**src/shared/rcd_pkg.sv**
```systemverilog
// constants and types shared by the receiver configuration word decoder
package rcd_pkg;

  localparam int          WORD_BITS  = 15;
  localparam int          FIELD_W    = 12;
  localparam logic [3:0]  STOP_CNT   = 4'(WORD_BITS - 1);

  // reset values of the two configuration registers
  localparam logic [11:0] OPCFG_RST  = 12'h119;
  localparam logic [11:0] WINDOW_RST = 12'h569;

  // word-to-register selection carried by the second bit
  localparam logic        SEL_OPCFG  = 1'b1;
  localparam logic        SEL_WINDOW = 1'b0;

  // operating configuration fields, bit 3 of the word lands at index 11
  localparam int RB_MSB   = 11;
  localparam int RB_LSB   = 10;
  localparam int CC_MSB   = 9;
  localparam int CC_LSB   = 8;
  localparam int MOD_BIT  = 7;
  localparam int IDLE_MSB = 6;
  localparam int IDLE_LSB = 2;
  localparam int STR_BIT  = 1;
  localparam int NG_BIT   = 0;

  // bit-check window fields
  localparam int LMIN_MSB = 11;
  localparam int LMIN_LSB = 6;
  localparam int LMAX_MSB = 5;
  localparam int LMAX_LSB = 0;

  // rate band to limit scale factor, check bit count codes
  localparam logic [3:0] SCALE_B0 = 4'h8;
  localparam logic [3:0] SCALE_B1 = 4'h4;
  localparam logic [3:0] SCALE_B2 = 4'h2;
  localparam logic [3:0] SCALE_B3 = 4'h1;
  localparam logic [3:0] CHECK_C0 = 4'h0;
  localparam logic [3:0] CHECK_C1 = 4'h3;
  localparam logic [3:0] CHECK_C2 = 4'h6;
  localparam logic [3:0] CHECK_C3 = 4'h9;

  // idle interval arithmetic
  localparam int         IDLE_UNIT_CYC = 1024;
  localparam logic [3:0] STRETCH_X1    = 4'h1;
  localparam logic [3:0] STRETCH_X8    = 4'h8;
  localparam logic [4:0] IDLE_CONT     = 5'h00;
  localparam logic [4:0] IDLE_PERM     = 5'h1F;

  // supply-loss marker shifted out on the data pin, msb first
  localparam logic [7:0] MARK_PATTERN  = 8'hA5;

  typedef enum logic [1:0] {
    RCD_WAIT  = 2'b00,
    RCD_SHIFT = 2'b01,
    RCD_SKIP  = 2'b10
  } rcd_state_t;

endpackage : rcd_pkg

```
**src/rtl/rcd_config_decoder.sv**
```systemverilog
// receiver configuration word decoder: two configuration registers and their decoded settings
module rcd_config_decoder
  import rcd_pkg::*;
(
  input  wire logic        clk,
  input  wire logic        rstn,
  input  wire logic        clk_en,
  input  wire logic        frame_start,
  input  wire logic        bit_stb,
  input  wire logic        data_in,
  input  wire logic        supply_dip,
  output logic             data_out,
  output logic             data_oe,
  output logic             off_cmd,
  output logic             supply_loss_marker,
  output logic [1:0]       rate_band_select,
  output logic [3:0]       limit_scale_factor,
  output logic [3:0]       check_bit_count,
  output logic             modulation_select,
  output logic [4:0]       idle_code,
  output logic             idle_stretch,
  output logic             noise_gate_en,
  output logic [9:0]       lim_min_cyc,
  output logic [9:0]       lim_max_cyc,
  output logic [17:0]      idle_cycles,
  output logic             poll_continuous,
  output logic             idle_permanent
);

  logic        off_stb;
  logic        wr_stb;
  logic        wr_sel;
  logic [11:0] wr_data;

  rcd_word_shifter u_shift (
    .clk         (clk),
    .rstn        (rstn),
    .clk_en      (clk_en),
    .frame_start (frame_start),
    .bit_stb     (bit_stb),
    .data_in     (data_in),
    .off_stb     (off_stb),
    .wr_stb      (wr_stb),
    .wr_sel      (wr_sel),
    .wr_data     (wr_data)
  );

  // configuration registers
  logic [11:0] opcfg_q, opcfg_d;
  logic [11:0] window_q, window_d;
  logic        wr_op, wr_win;

  always_comb begin
    wr_op    = wr_stb && (wr_sel == SEL_OPCFG);
    wr_win   = wr_stb && (wr_sel == SEL_WINDOW);
    opcfg_d  = opcfg_q;
    window_d = window_q;
    if (wr_op) begin
      opcfg_d = wr_data;
    end
    if (wr_win) begin
      window_d = wr_data;
    end
  end

  always_ff @(posedge clk or negedge rstn) begin
    if (!rstn) begin
      opcfg_q  <= OPCFG_RST;
      window_q <= WINDOW_RST;
    end else if (clk_en) begin
      opcfg_q  <= opcfg_d;
      window_q <= window_d;
    end
  end

  // supply-loss marker; the flag only drops once both registers were rewritten
  logic       mark_q, mark_d;
  logic       op_rw_q, op_rw_d;
  logic       win_rw_q, win_rw_d;
  logic [7:0] pat_q, pat_d;
  logic       oe_q, oe_d;
  logic       off_q, off_d;

  always_comb begin
    op_rw_d  = op_rw_q || wr_op;
    win_rw_d = win_rw_q || wr_win;
    mark_d   = mark_q;
    if (mark_q && op_rw_d && win_rw_d) begin
      mark_d = 1'b0;
    end
    if (!mark_d) begin
      op_rw_d  = 1'b0;
      win_rw_d = 1'b0;
    end
    // a dip in the same cycle as the last rewrite still wins
    if (supply_dip) begin
      mark_d   = 1'b1;
      op_rw_d  = 1'b0;
      win_rw_d = 1'b0;
    end
    pat_d = mark_q ? {pat_q[6:0], pat_q[7]} : MARK_PATTERN;
    oe_d  = mark_q && !pat_q[7];
    off_d = off_stb;
  end

  always_ff @(posedge clk or negedge rstn) begin
    if (!rstn) begin
      mark_q   <= 1'b0;
      op_rw_q  <= 1'b0;
      win_rw_q <= 1'b0;
      pat_q    <= MARK_PATTERN;
      oe_q     <= 1'b0;
      off_q    <= 1'b0;
    end else if (clk_en) begin
      mark_q   <= mark_d;
      op_rw_q  <= op_rw_d;
      win_rw_q <= win_rw_d;
      pat_q    <= pat_d;
      oe_q     <= oe_d;
      off_q    <= off_d;
    end
  end

  // open drain: the pin is only ever pulled low, a pull-up gives the high bits
  assign data_out           = 1'b0;
  assign data_oe            = oe_q;
  assign off_cmd            = off_q;
  assign supply_loss_marker = mark_q;

  // decoded settings, one register stage behind the configuration words
  logic [1:0]  rb_q, rb_d;
  logic [3:0]  scale_q, scale_d;
  logic [3:0]  chk_q, chk_d;
  logic        mod_q, mod_d;
  logic [4:0]  icode_q, icode_d;
  logic        istr_q, istr_d;
  logic        ng_q, ng_d;
  logic [9:0]  lmin_q, lmin_d;
  logic [9:0]  lmax_q, lmax_d;
  logic [17:0] idle_q, idle_d;
  logic        pcont_q, pcont_d;
  logic        pperm_q, pperm_d;
  logic [3:0]  stretch;

  always_comb begin
    rb_d    = opcfg_q[RB_MSB:RB_LSB];
    chk_d   = CHECK_C0;
    scale_d = SCALE_B0;
    case (rb_d)
      2'b00:   scale_d = SCALE_B0;
      2'b01:   scale_d = SCALE_B1;
      2'b10:   scale_d = SCALE_B2;
      2'b11:   scale_d = SCALE_B3;
      default: scale_d = SCALE_B0;
    endcase
    case (opcfg_q[CC_MSB:CC_LSB])
      2'b00:   chk_d = CHECK_C0;
      2'b01:   chk_d = CHECK_C1;
      2'b10:   chk_d = CHECK_C2;
      2'b11:   chk_d = CHECK_C3;
      default: chk_d = CHECK_C0;
    endcase
    mod_d   = opcfg_q[MOD_BIT];
    icode_d = opcfg_q[IDLE_MSB:IDLE_LSB];
    istr_d  = opcfg_q[STR_BIT];
    ng_d    = opcfg_q[NG_BIT];
    stretch = istr_d ? STRETCH_X8 : STRETCH_X1;
    lmin_d  = 10'(window_q[LMIN_MSB:LMIN_LSB] * scale_d);
    lmax_d  = 10'(window_q[LMAX_MSB:LMAX_LSB] * scale_d);
    idle_d  = 18'(icode_d * stretch * IDLE_UNIT_CYC);
    pcont_d = (icode_d == IDLE_CONT);
    pperm_d = (icode_d == IDLE_PERM);
  end

  always_ff @(posedge clk or negedge rstn) begin
    if (!rstn) begin
      rb_q    <= 2'b00;
      scale_q <= SCALE_B0;
      chk_q   <= CHECK_C0;
      mod_q   <= 1'b0;
      icode_q <= 5'h00;
      istr_q  <= 1'b0;
      ng_q    <= 1'b0;
      lmin_q  <= 10'h000;
      lmax_q  <= 10'h000;
      idle_q  <= 18'h00000;
      pcont_q <= 1'b0;
      pperm_q <= 1'b0;
    end else if (clk_en) begin
      rb_q    <= rb_d;
      scale_q <= scale_d;
      chk_q   <= chk_d;
      mod_q   <= mod_d;
      icode_q <= icode_d;
      istr_q  <= istr_d;
      ng_q    <= ng_d;
      lmin_q  <= lmin_d;
      lmax_q  <= lmax_d;
      idle_q  <= idle_d;
      pcont_q <= pcont_d;
      pperm_q <= pperm_d;
    end
  end

  assign rate_band_select   = rb_q;
  assign limit_scale_factor = scale_q;
  assign check_bit_count    = chk_q;
  assign modulation_select  = mod_q;
  assign idle_code          = icode_q;
  assign idle_stretch       = istr_q;
  assign noise_gate_en      = ng_q;
  assign lim_min_cyc        = lmin_q;
  assign lim_max_cyc        = lmax_q;
  assign idle_cycles        = idle_q;
  assign poll_continuous    = pcont_q;
  assign idle_permanent     = pperm_q;
endmodule : rcd_config_decoder

```
**src/rtl/rcd_word_shifter.sv**
```systemverilog
// serial collector for 15-bit programming words
module rcd_word_shifter
  import rcd_pkg::*;
(
  input  wire logic        clk,
  input  wire logic        rstn,
  input  wire logic        clk_en,
  input  wire logic        frame_start,
  input  wire logic        bit_stb,
  input  wire logic        data_in,
  output logic             off_stb,
  output logic             wr_stb,
  output logic             wr_sel,
  output logic [11:0]      wr_data
);

  rcd_state_t  state_q, state_d;
  logic [3:0]  cnt_q, cnt_d;
  logic [13:0] sh_q, sh_d;
  logic        off_q, off_d, wr_q, wr_d, sel_q, sel_d;
  logic [11:0] data_q, data_d;

  always_comb begin
    state_d = state_q;
    cnt_d   = cnt_q;
    sh_d    = sh_q;
    off_d   = 1'b0;
    wr_d    = 1'b0;
    sel_d   = sel_q;
    data_d  = data_q;
    if (frame_start) begin
      // realign on a fresh word, a partial word is dropped
      state_d = RCD_WAIT;
      cnt_d   = 4'h0;
    end else if (bit_stb) begin
      cnt_d = cnt_q + 4'h1;
      case (state_q)
        RCD_WAIT: begin
          if (data_in) begin
            off_d   = 1'b1;
            state_d = RCD_SKIP;
          end else begin
            state_d = RCD_SHIFT;
          end
          sh_d  = {13'h0000, data_in};
          cnt_d = 4'h1;
        end
        RCD_SHIFT: begin
          sh_d = {sh_q[12:0], data_in};
          if (cnt_q == STOP_CNT) begin
            state_d = RCD_WAIT;
            cnt_d   = 4'h0;
            if (!data_in) begin
              wr_d   = 1'b1;
              sel_d  = sh_q[12];
              data_d = sh_q[11:0];
            end
          end
        end
        RCD_SKIP: begin
          if (cnt_q == STOP_CNT) begin
            state_d = RCD_WAIT;
            cnt_d   = 4'h0;
          end
        end
        default: begin
          state_d = RCD_WAIT;
          cnt_d   = 4'h0;
        end
      endcase
    end
  end

  always_ff @(posedge clk or negedge rstn) begin
    if (!rstn) begin
      state_q <= RCD_WAIT;
      cnt_q   <= 4'h0;
      sh_q    <= 14'h0000;
      off_q   <= 1'b0;
      wr_q    <= 1'b0;
      sel_q   <= 1'b0;
      data_q  <= 12'h000;
    end else if (clk_en) begin
      state_q <= state_d;
      cnt_q   <= cnt_d;
      sh_q    <= sh_d;
      off_q   <= off_d;
      wr_q    <= wr_d;
      sel_q   <= sel_d;
      data_q  <= data_d;
    end
  end

  assign off_stb = off_q;
  assign wr_stb  = wr_q;
  assign wr_sel  = sel_q;
  assign wr_data = data_q;
endmodule : rcd_word_shifter

```
**config.mk**
```make
export PLATFORM = sky130hd
export DESIGN_NAME = rcd_config_decoder
export DESIGN_NICKNAME = d
export VERILOG_FILES = /design/src/shared/rcd_pkg.sv /design/src/rtl/rcd_config_decoder.sv /design/src/rtl/rcd_word_shifter.sv
export SDC_FILE = /design/constraint.sdc
export NUM_CORES = 1
export LEC_CHECK = 0
export ABC_CLOCK_PERIOD_IN_PS = 4600
export BUFFER_PORTS_ARGS = -buffer_cell sky130_fd_sc_hd__buf_2
export CORE_ASPECT_RATIO = 1.75
export CORE_UTILIZATION = 55
export CTS_BUF_LIST = sky130_fd_sc_hd__clkbuf_8
export DETAILED_ROUTE_END_ITERATION = 6
export GPL_ROUTABILITY_DRIVEN = 0
export GPL_TIMING_DRIVEN = 1
export PLACE_DENSITY = 0.81
export SLEW_MARGIN = 5
export SYNTH_ARGS = -nofsm -noshare
export SYNTH_HDL_FRONTEND = slang
export SYNTH_SLANG_ARGS = --single-unit
```
**constraint.sdc**
```tcl
create_clock -name clk -period 4.6 [get_ports clk]
set_input_delay 0.23 -clock clk [delete_from_list [all_inputs] [get_ports clk]]
set_output_delay 0.23 -clock clk [all_outputs]
set_load 0.005 [all_outputs]
```
; ---- Yosys cells after proc, flatten, opt, wreduce, memory -nomap -nowiden
; Index checks and enable logic that the tools add are counted.
[word_totals]
ff_bits = 119
wordCells = 95
inputBits = 7
out_inout_bits = 62
[classes]
n_addsub = 1
n_bitwise = 3
multipliers = 3
n_eq_ne = 11
n_reduce_logical = 21
mux = 29
[ops]
columns = operator, n
row1 = one-hot mux 4 bit (4 select lines), 2
row2 = one-hot mux 13 bit (2 select lines), 1
row3 = multiplier 6 x 4 -> 10 bit, 2
row4 = two-way mux 4 bit, 4
row5 = two-way mux 1 bit, 15
row6 = == test 2 bit (second input constant), 5
row7 = multiplier 5 x 4 -> 8 bit, 1
row8 = two-way mux 2 bit, 4
row9 = two-way mux 8 bit, 1
row10 = one-hot mux 4 bit (2 select lines), 1
row11 = == test 2 x 1 -> 1 bit (second input constant), 3
row12 = zero test 2 bit, 3
row13 = AND reduction 2 bit, 3
row14 = AND reduction 6 bit, 1
row15 = == test 5 bit (second input constant), 1
row16 = logical AND 1 bit, 5
row17 = zero test 5 bit, 1
row18 = adder 4 x 1 -> 4 bit (second input constant), 1
row19 = == test 4 bit (second input constant), 1
row20 = one-hot mux 2 bit (2 select lines), 1
row21 = AND reduction 4 bit, 1
row22 = nonzero test 2 bit, 2
row23 = != test 3 x 1 -> 1 bit (second input constant), 1
row24 = NOT 1 bit, 3
row25 = other kinds (4), 5

; ---- Logic depth before layout (Yosys ltp)
[logic_depth]
word_depth = 7
ltp_mapped = 13
mapped_depth_nobuf = 11

; ---- Modules after synthesis
; A second synthesis with hierarchy kept.
[hier_totals]
hier_cells = 588
hier_area_um2 = 6552.5
[modules_own_cells]
columns = mod, cells_each, area_per_inst_um2, instances
row1 = rcd_config_decoder, 454, 4979.8, 1
row2 = rcd_word_shifter, 134, 1572.8, 1

; ---- Worst setup path before layout
; Ideal clock, no wire load.
[synth_timing]
kind = register -> register
from = register opcfg_q[10]
to = register lmin_q[7], in the netlist lim_min_cyc[7]
path_stages_with_launch = 14
setup_slack_ns = 1.081
arrival_ns = 3.394
required_ns = 4.475
setup_time_ns = 0.125
period_less_slack_ns = 3.519
path_buffers = 2
path_cell_list = dfrtp_1 clkbuf_1 nor2_1 clkbuf_1 and2_1 fa_1 inv_1 fa_1 inv_1 ha_1 and3_1 a2111oi_4 xnor2_1 mux2_2
[synth_between]
elab_chain_cells = 3
[synth_lines]
columns = item, line
row1 = start: declaration, rcd_config_decoder.sv:49  ; logic [11:0] opcfg_q, opcfg_d;
row2 = start signal: assignment, rcd_config_decoder.sv:71  ; opcfg_q <= opcfg_d;
row3 = == test 2 bit (tied with other cells), rcd_config_decoder.sv:149  ; case (rb_d)
row4 = one-hot mux 4 bit (4 select lines) (*), rcd_config_decoder.sv:149
row5 = multiplier 6 x 4 -> 10 bit (*), rcd_config_decoder.sv:168  ; lmin_d = 10'(window_q[LMIN_MSB:LMIN_LSB] * scale_d);
row6 = end signal: assignment, rcd_config_decoder.sv:197  ; lmin_q <= lmin_d;
row7 = end: declaration, rcd_config_decoder.sv:138  ; logic [9:0] lmin_q, lmin_d;
; Every way passes the cells marked *; elsewhere a longest branch is shown, timed or not.
; A chain may end at the register's enable or synchronous reset.

; ---- Final worst setup path
[layout_timing]
from = register opcfg_q[10]
to = register lmin_q[8], in the netlist lim_min_cyc[8]
; Same word-level chain as after synthesis.

==> flow_summary.yaml <==
status:
  outcome: "completed"
die:
  die_h_um: 144.9
  pin_count: 69
  rows: 51
  core_mm2: 0.01123
  chipWidth_um: 83.67
  fp.dieArea_mm2: 0.01213
  start_util_pct: 57.16
global_routing:
  antenna_found_initial: 0
  grt_pass1_vias: 4551
  grt_first_pass_wirelength_um: 21340
  grt_overflow: 0
  grt_usage_pct: 22.33
  grt_max_degree: 87
yosys:
  avgSynthCellArea_um2: 11.53
  synth_cell_type_count: 53
  synth.most_common_cell: "dfrtp_1"
  synth_edf_count: 0
  synth_seq_cells: 119
  synth_top_area_share_pct: 40.54
  ys_seq_area_share_pct: 46.68
  syn_area_mm2: 0.006420
  synth_common_cells: "104 x dfrtp_1, 59 x mux2_2, 49 x inv_1"
  async_flop_share_pct: 100.0
  synthTopCellsByArea: "dfrtp_1 41%, mux2_2 10%, ha_1 7.8%, dfstp_2 6.1%, fa_1 5.3%"
  syn_inst: 557
  synth_top_area_cell: "dfrtp_1"
  ys_warn_count: 0
  synthFlopType: "dfrtp_1"
hold_path:
  holdCritStartpoint: "data_in"
  hold_path.class: "input pin to register"
cells_and_area:
  nNetsFinal: 677
  layout-drive-gt1-share_pct: 27.16
  antenna_cells: 0
  final_cells: 758
  area_delta_synth_final_pct: 11.75
  nFillCells: 842
power_and_ir_drop:
  leakagePower_nw: 3.772
  ir_worst_vdd_v: 0.0002657
  powerDensity_mw_per_mm2: 303.3
  finalPower_mw: 2.176
critical_path:
  required_ns: 4.95
  crit_type: "register to register"
  crit_path_end_kind: "register"
  cp-start-kind: "register"
  rr_startpoint: "opcfg_q[10]"
  crit_fanout: 13
  critPathLaunch: "opcfg_q[10]"
  worstPathArrival_ns: 4.30
cts:
  cts_buffers: 17
  root_buffer: "clkbuf_8"
  postCtsSetupBuffers: 0
  path_clk_slew_ns: 0.07
  htreeDepth: 4
  cts_tree: "built"
  clock_latency_ns: 0.44
  clkSinkCount: 119
  cts_buffer_depth: 2
place:
  place_inst: 725
  place_hpwl_um: 8923
  io_buffers: 57
timing:
  hold_slack_ns: 0.03402
  slew_headroom_pct: 30.59
  maxSlewViolCount: 0
  clock_skew_ns: 0.008573
  min_period_ns: 3.947
  hold_viol: 0
  fin_crit_sh_pct: 85.80
  tightestPinTransition_ns: 1.041
  finalSetupTns_ns: 0
  setup_viol: 0
  max_freq_ghz: 0.2534
  rsz0062_at_grt: "false"
detailed_routing:
  post_drt_wl_per_cell_um: 16.44
  via_per_inst: 5.737
  drt_iter0_drc: 197
  firstDrtPassIters: 4
  drc: 0
  vias: 4349
  ant_nets: 0
  routed_wl_um: 12460
run:
  drv_cap: 0
per-stage QoR:
step	area, µm²	setup WS [ns]	utilization (%)
2_1_floorplan	6465	1.081	-
3_3_place_gp	6750	0.9030	60.10
3_5_place_dp	6750	0.6758	60.10
4_1_cts	7174	0.6610	63.88
5_1_grt	7174	0.4249	63.88
6_report	7174	0.6533	63.88
area by class of cell:
class / count / area, µm² / area share (%)
inverters: 49 / 183.9 / 2.564
well taps: 132 / 165.2 / 2.302
clock buffers: 23 / 316.6 / 4.412
flip-flops and latches: 119 / 2997 / 41.77
multi-input cells: 365 / 3094 / 43.13
clock inverters: 9 / 97.59 / 1.360
repair buffers: 61 / 320.3 / 4.465
routing by layer:
metal / routed length [µm] / GRT usage (%) / vias to the layer above / share of wire (%)
met3: 465 / 5.404 / 38 / 3.7
met4: 493 / 12.80 / 0 / 4.0
met2: 6687 / 38.70 / 105 / 54
met1: 4818 / 24.59 / 2172 / 39
li1: - / - / 2034 / -
met5: 0 / 0 / - / 0
cells by family (layout without fill, tap and decap cells):
logic type | Yosys count | after routing | synth area share [%]
xor gates and xnor gates | 6 | 6 | 0.8185
adders and majority gates | 57 | 57 | 13.10
and+or+nand+nor | 124 | 124 | 10.84
DFF | 119 | 119 | 46.68
other | 2 | 14 | 0.1170
muxes | 69 | 69 | 12.08
buffers and inverters | 85 | 142 | 5.827
AOI/OAI and AO/OA | 95 | 95 | 10.54
final timing paths:
path | endpoint | slack, ns | cells past startpoint
setup reg to reg | lim_min_cyc[8] | 0.65 | 11
min in group asynchronous | idle_code[1] | 0.48 | 2
max in group asynchronous | limit_scale_factor[3] | 3.06 | 3
hold / removal | u_shift.state_q[0] | 0.03 | 2
hold reg to reg | lim_max_cyc[7] | 0.48 | 2
setup / recovery | lim_min_cyc[8] | 0.65 | 11
worst max-delay path, cell delays in order, from the launching register on:
cell and delay, ns:
dfrtp_1 0.49, nor2b_1 0.64, nand2_1 0.19, fa_1 0.53
inv_1 0.06, fa_1 0.57, inv_1 0.07, fa_1 0.45
nor2b_1 0.21, o31ai_1 0.14, a2111o_1 0.42, o211ai_1 0.09
power breakdown:
| group | internal, mW | switching (mW) |
|---|---|---|
| combinational | 0.0389 | 0.0754 |
| clock | 0.561 | 0.406 |
| sequential | 1.08 | 0.0156 |
registers in the layout, summed over array words and instances, names as in the netlist, 2 cells and up:
name,flops
check_bit_count,4
idle_code,5
idle_cycles,8
lim_max_cyc,10
lim_min_cyc,10
limit_scale_factor,4
opcfg_q,12
pat_q,8
rate_band_select,2
u_shift.cnt_q,4
u_shift.sh_q,13
u_shift.state_q,2
u_shift.wr_data,12
window_q,12
timing repair:
item	in CTS	in global routing
gates resized for setup	0	0
hold buffers	1	0
hold endpoints to repair	24	0
cell usage in the layout (no fill, tap or decap), drive strengths merged, types with 15 or more instances in the layout:
master	instances
inv	51
fa	17
and2	24
o21ai	24
ha	40
mux2	68
dfstp	15
buf	60
clkbuf	23
nand2	33
dfrtp	104
No activity file was read; power rests on OpenSTA's default activity.
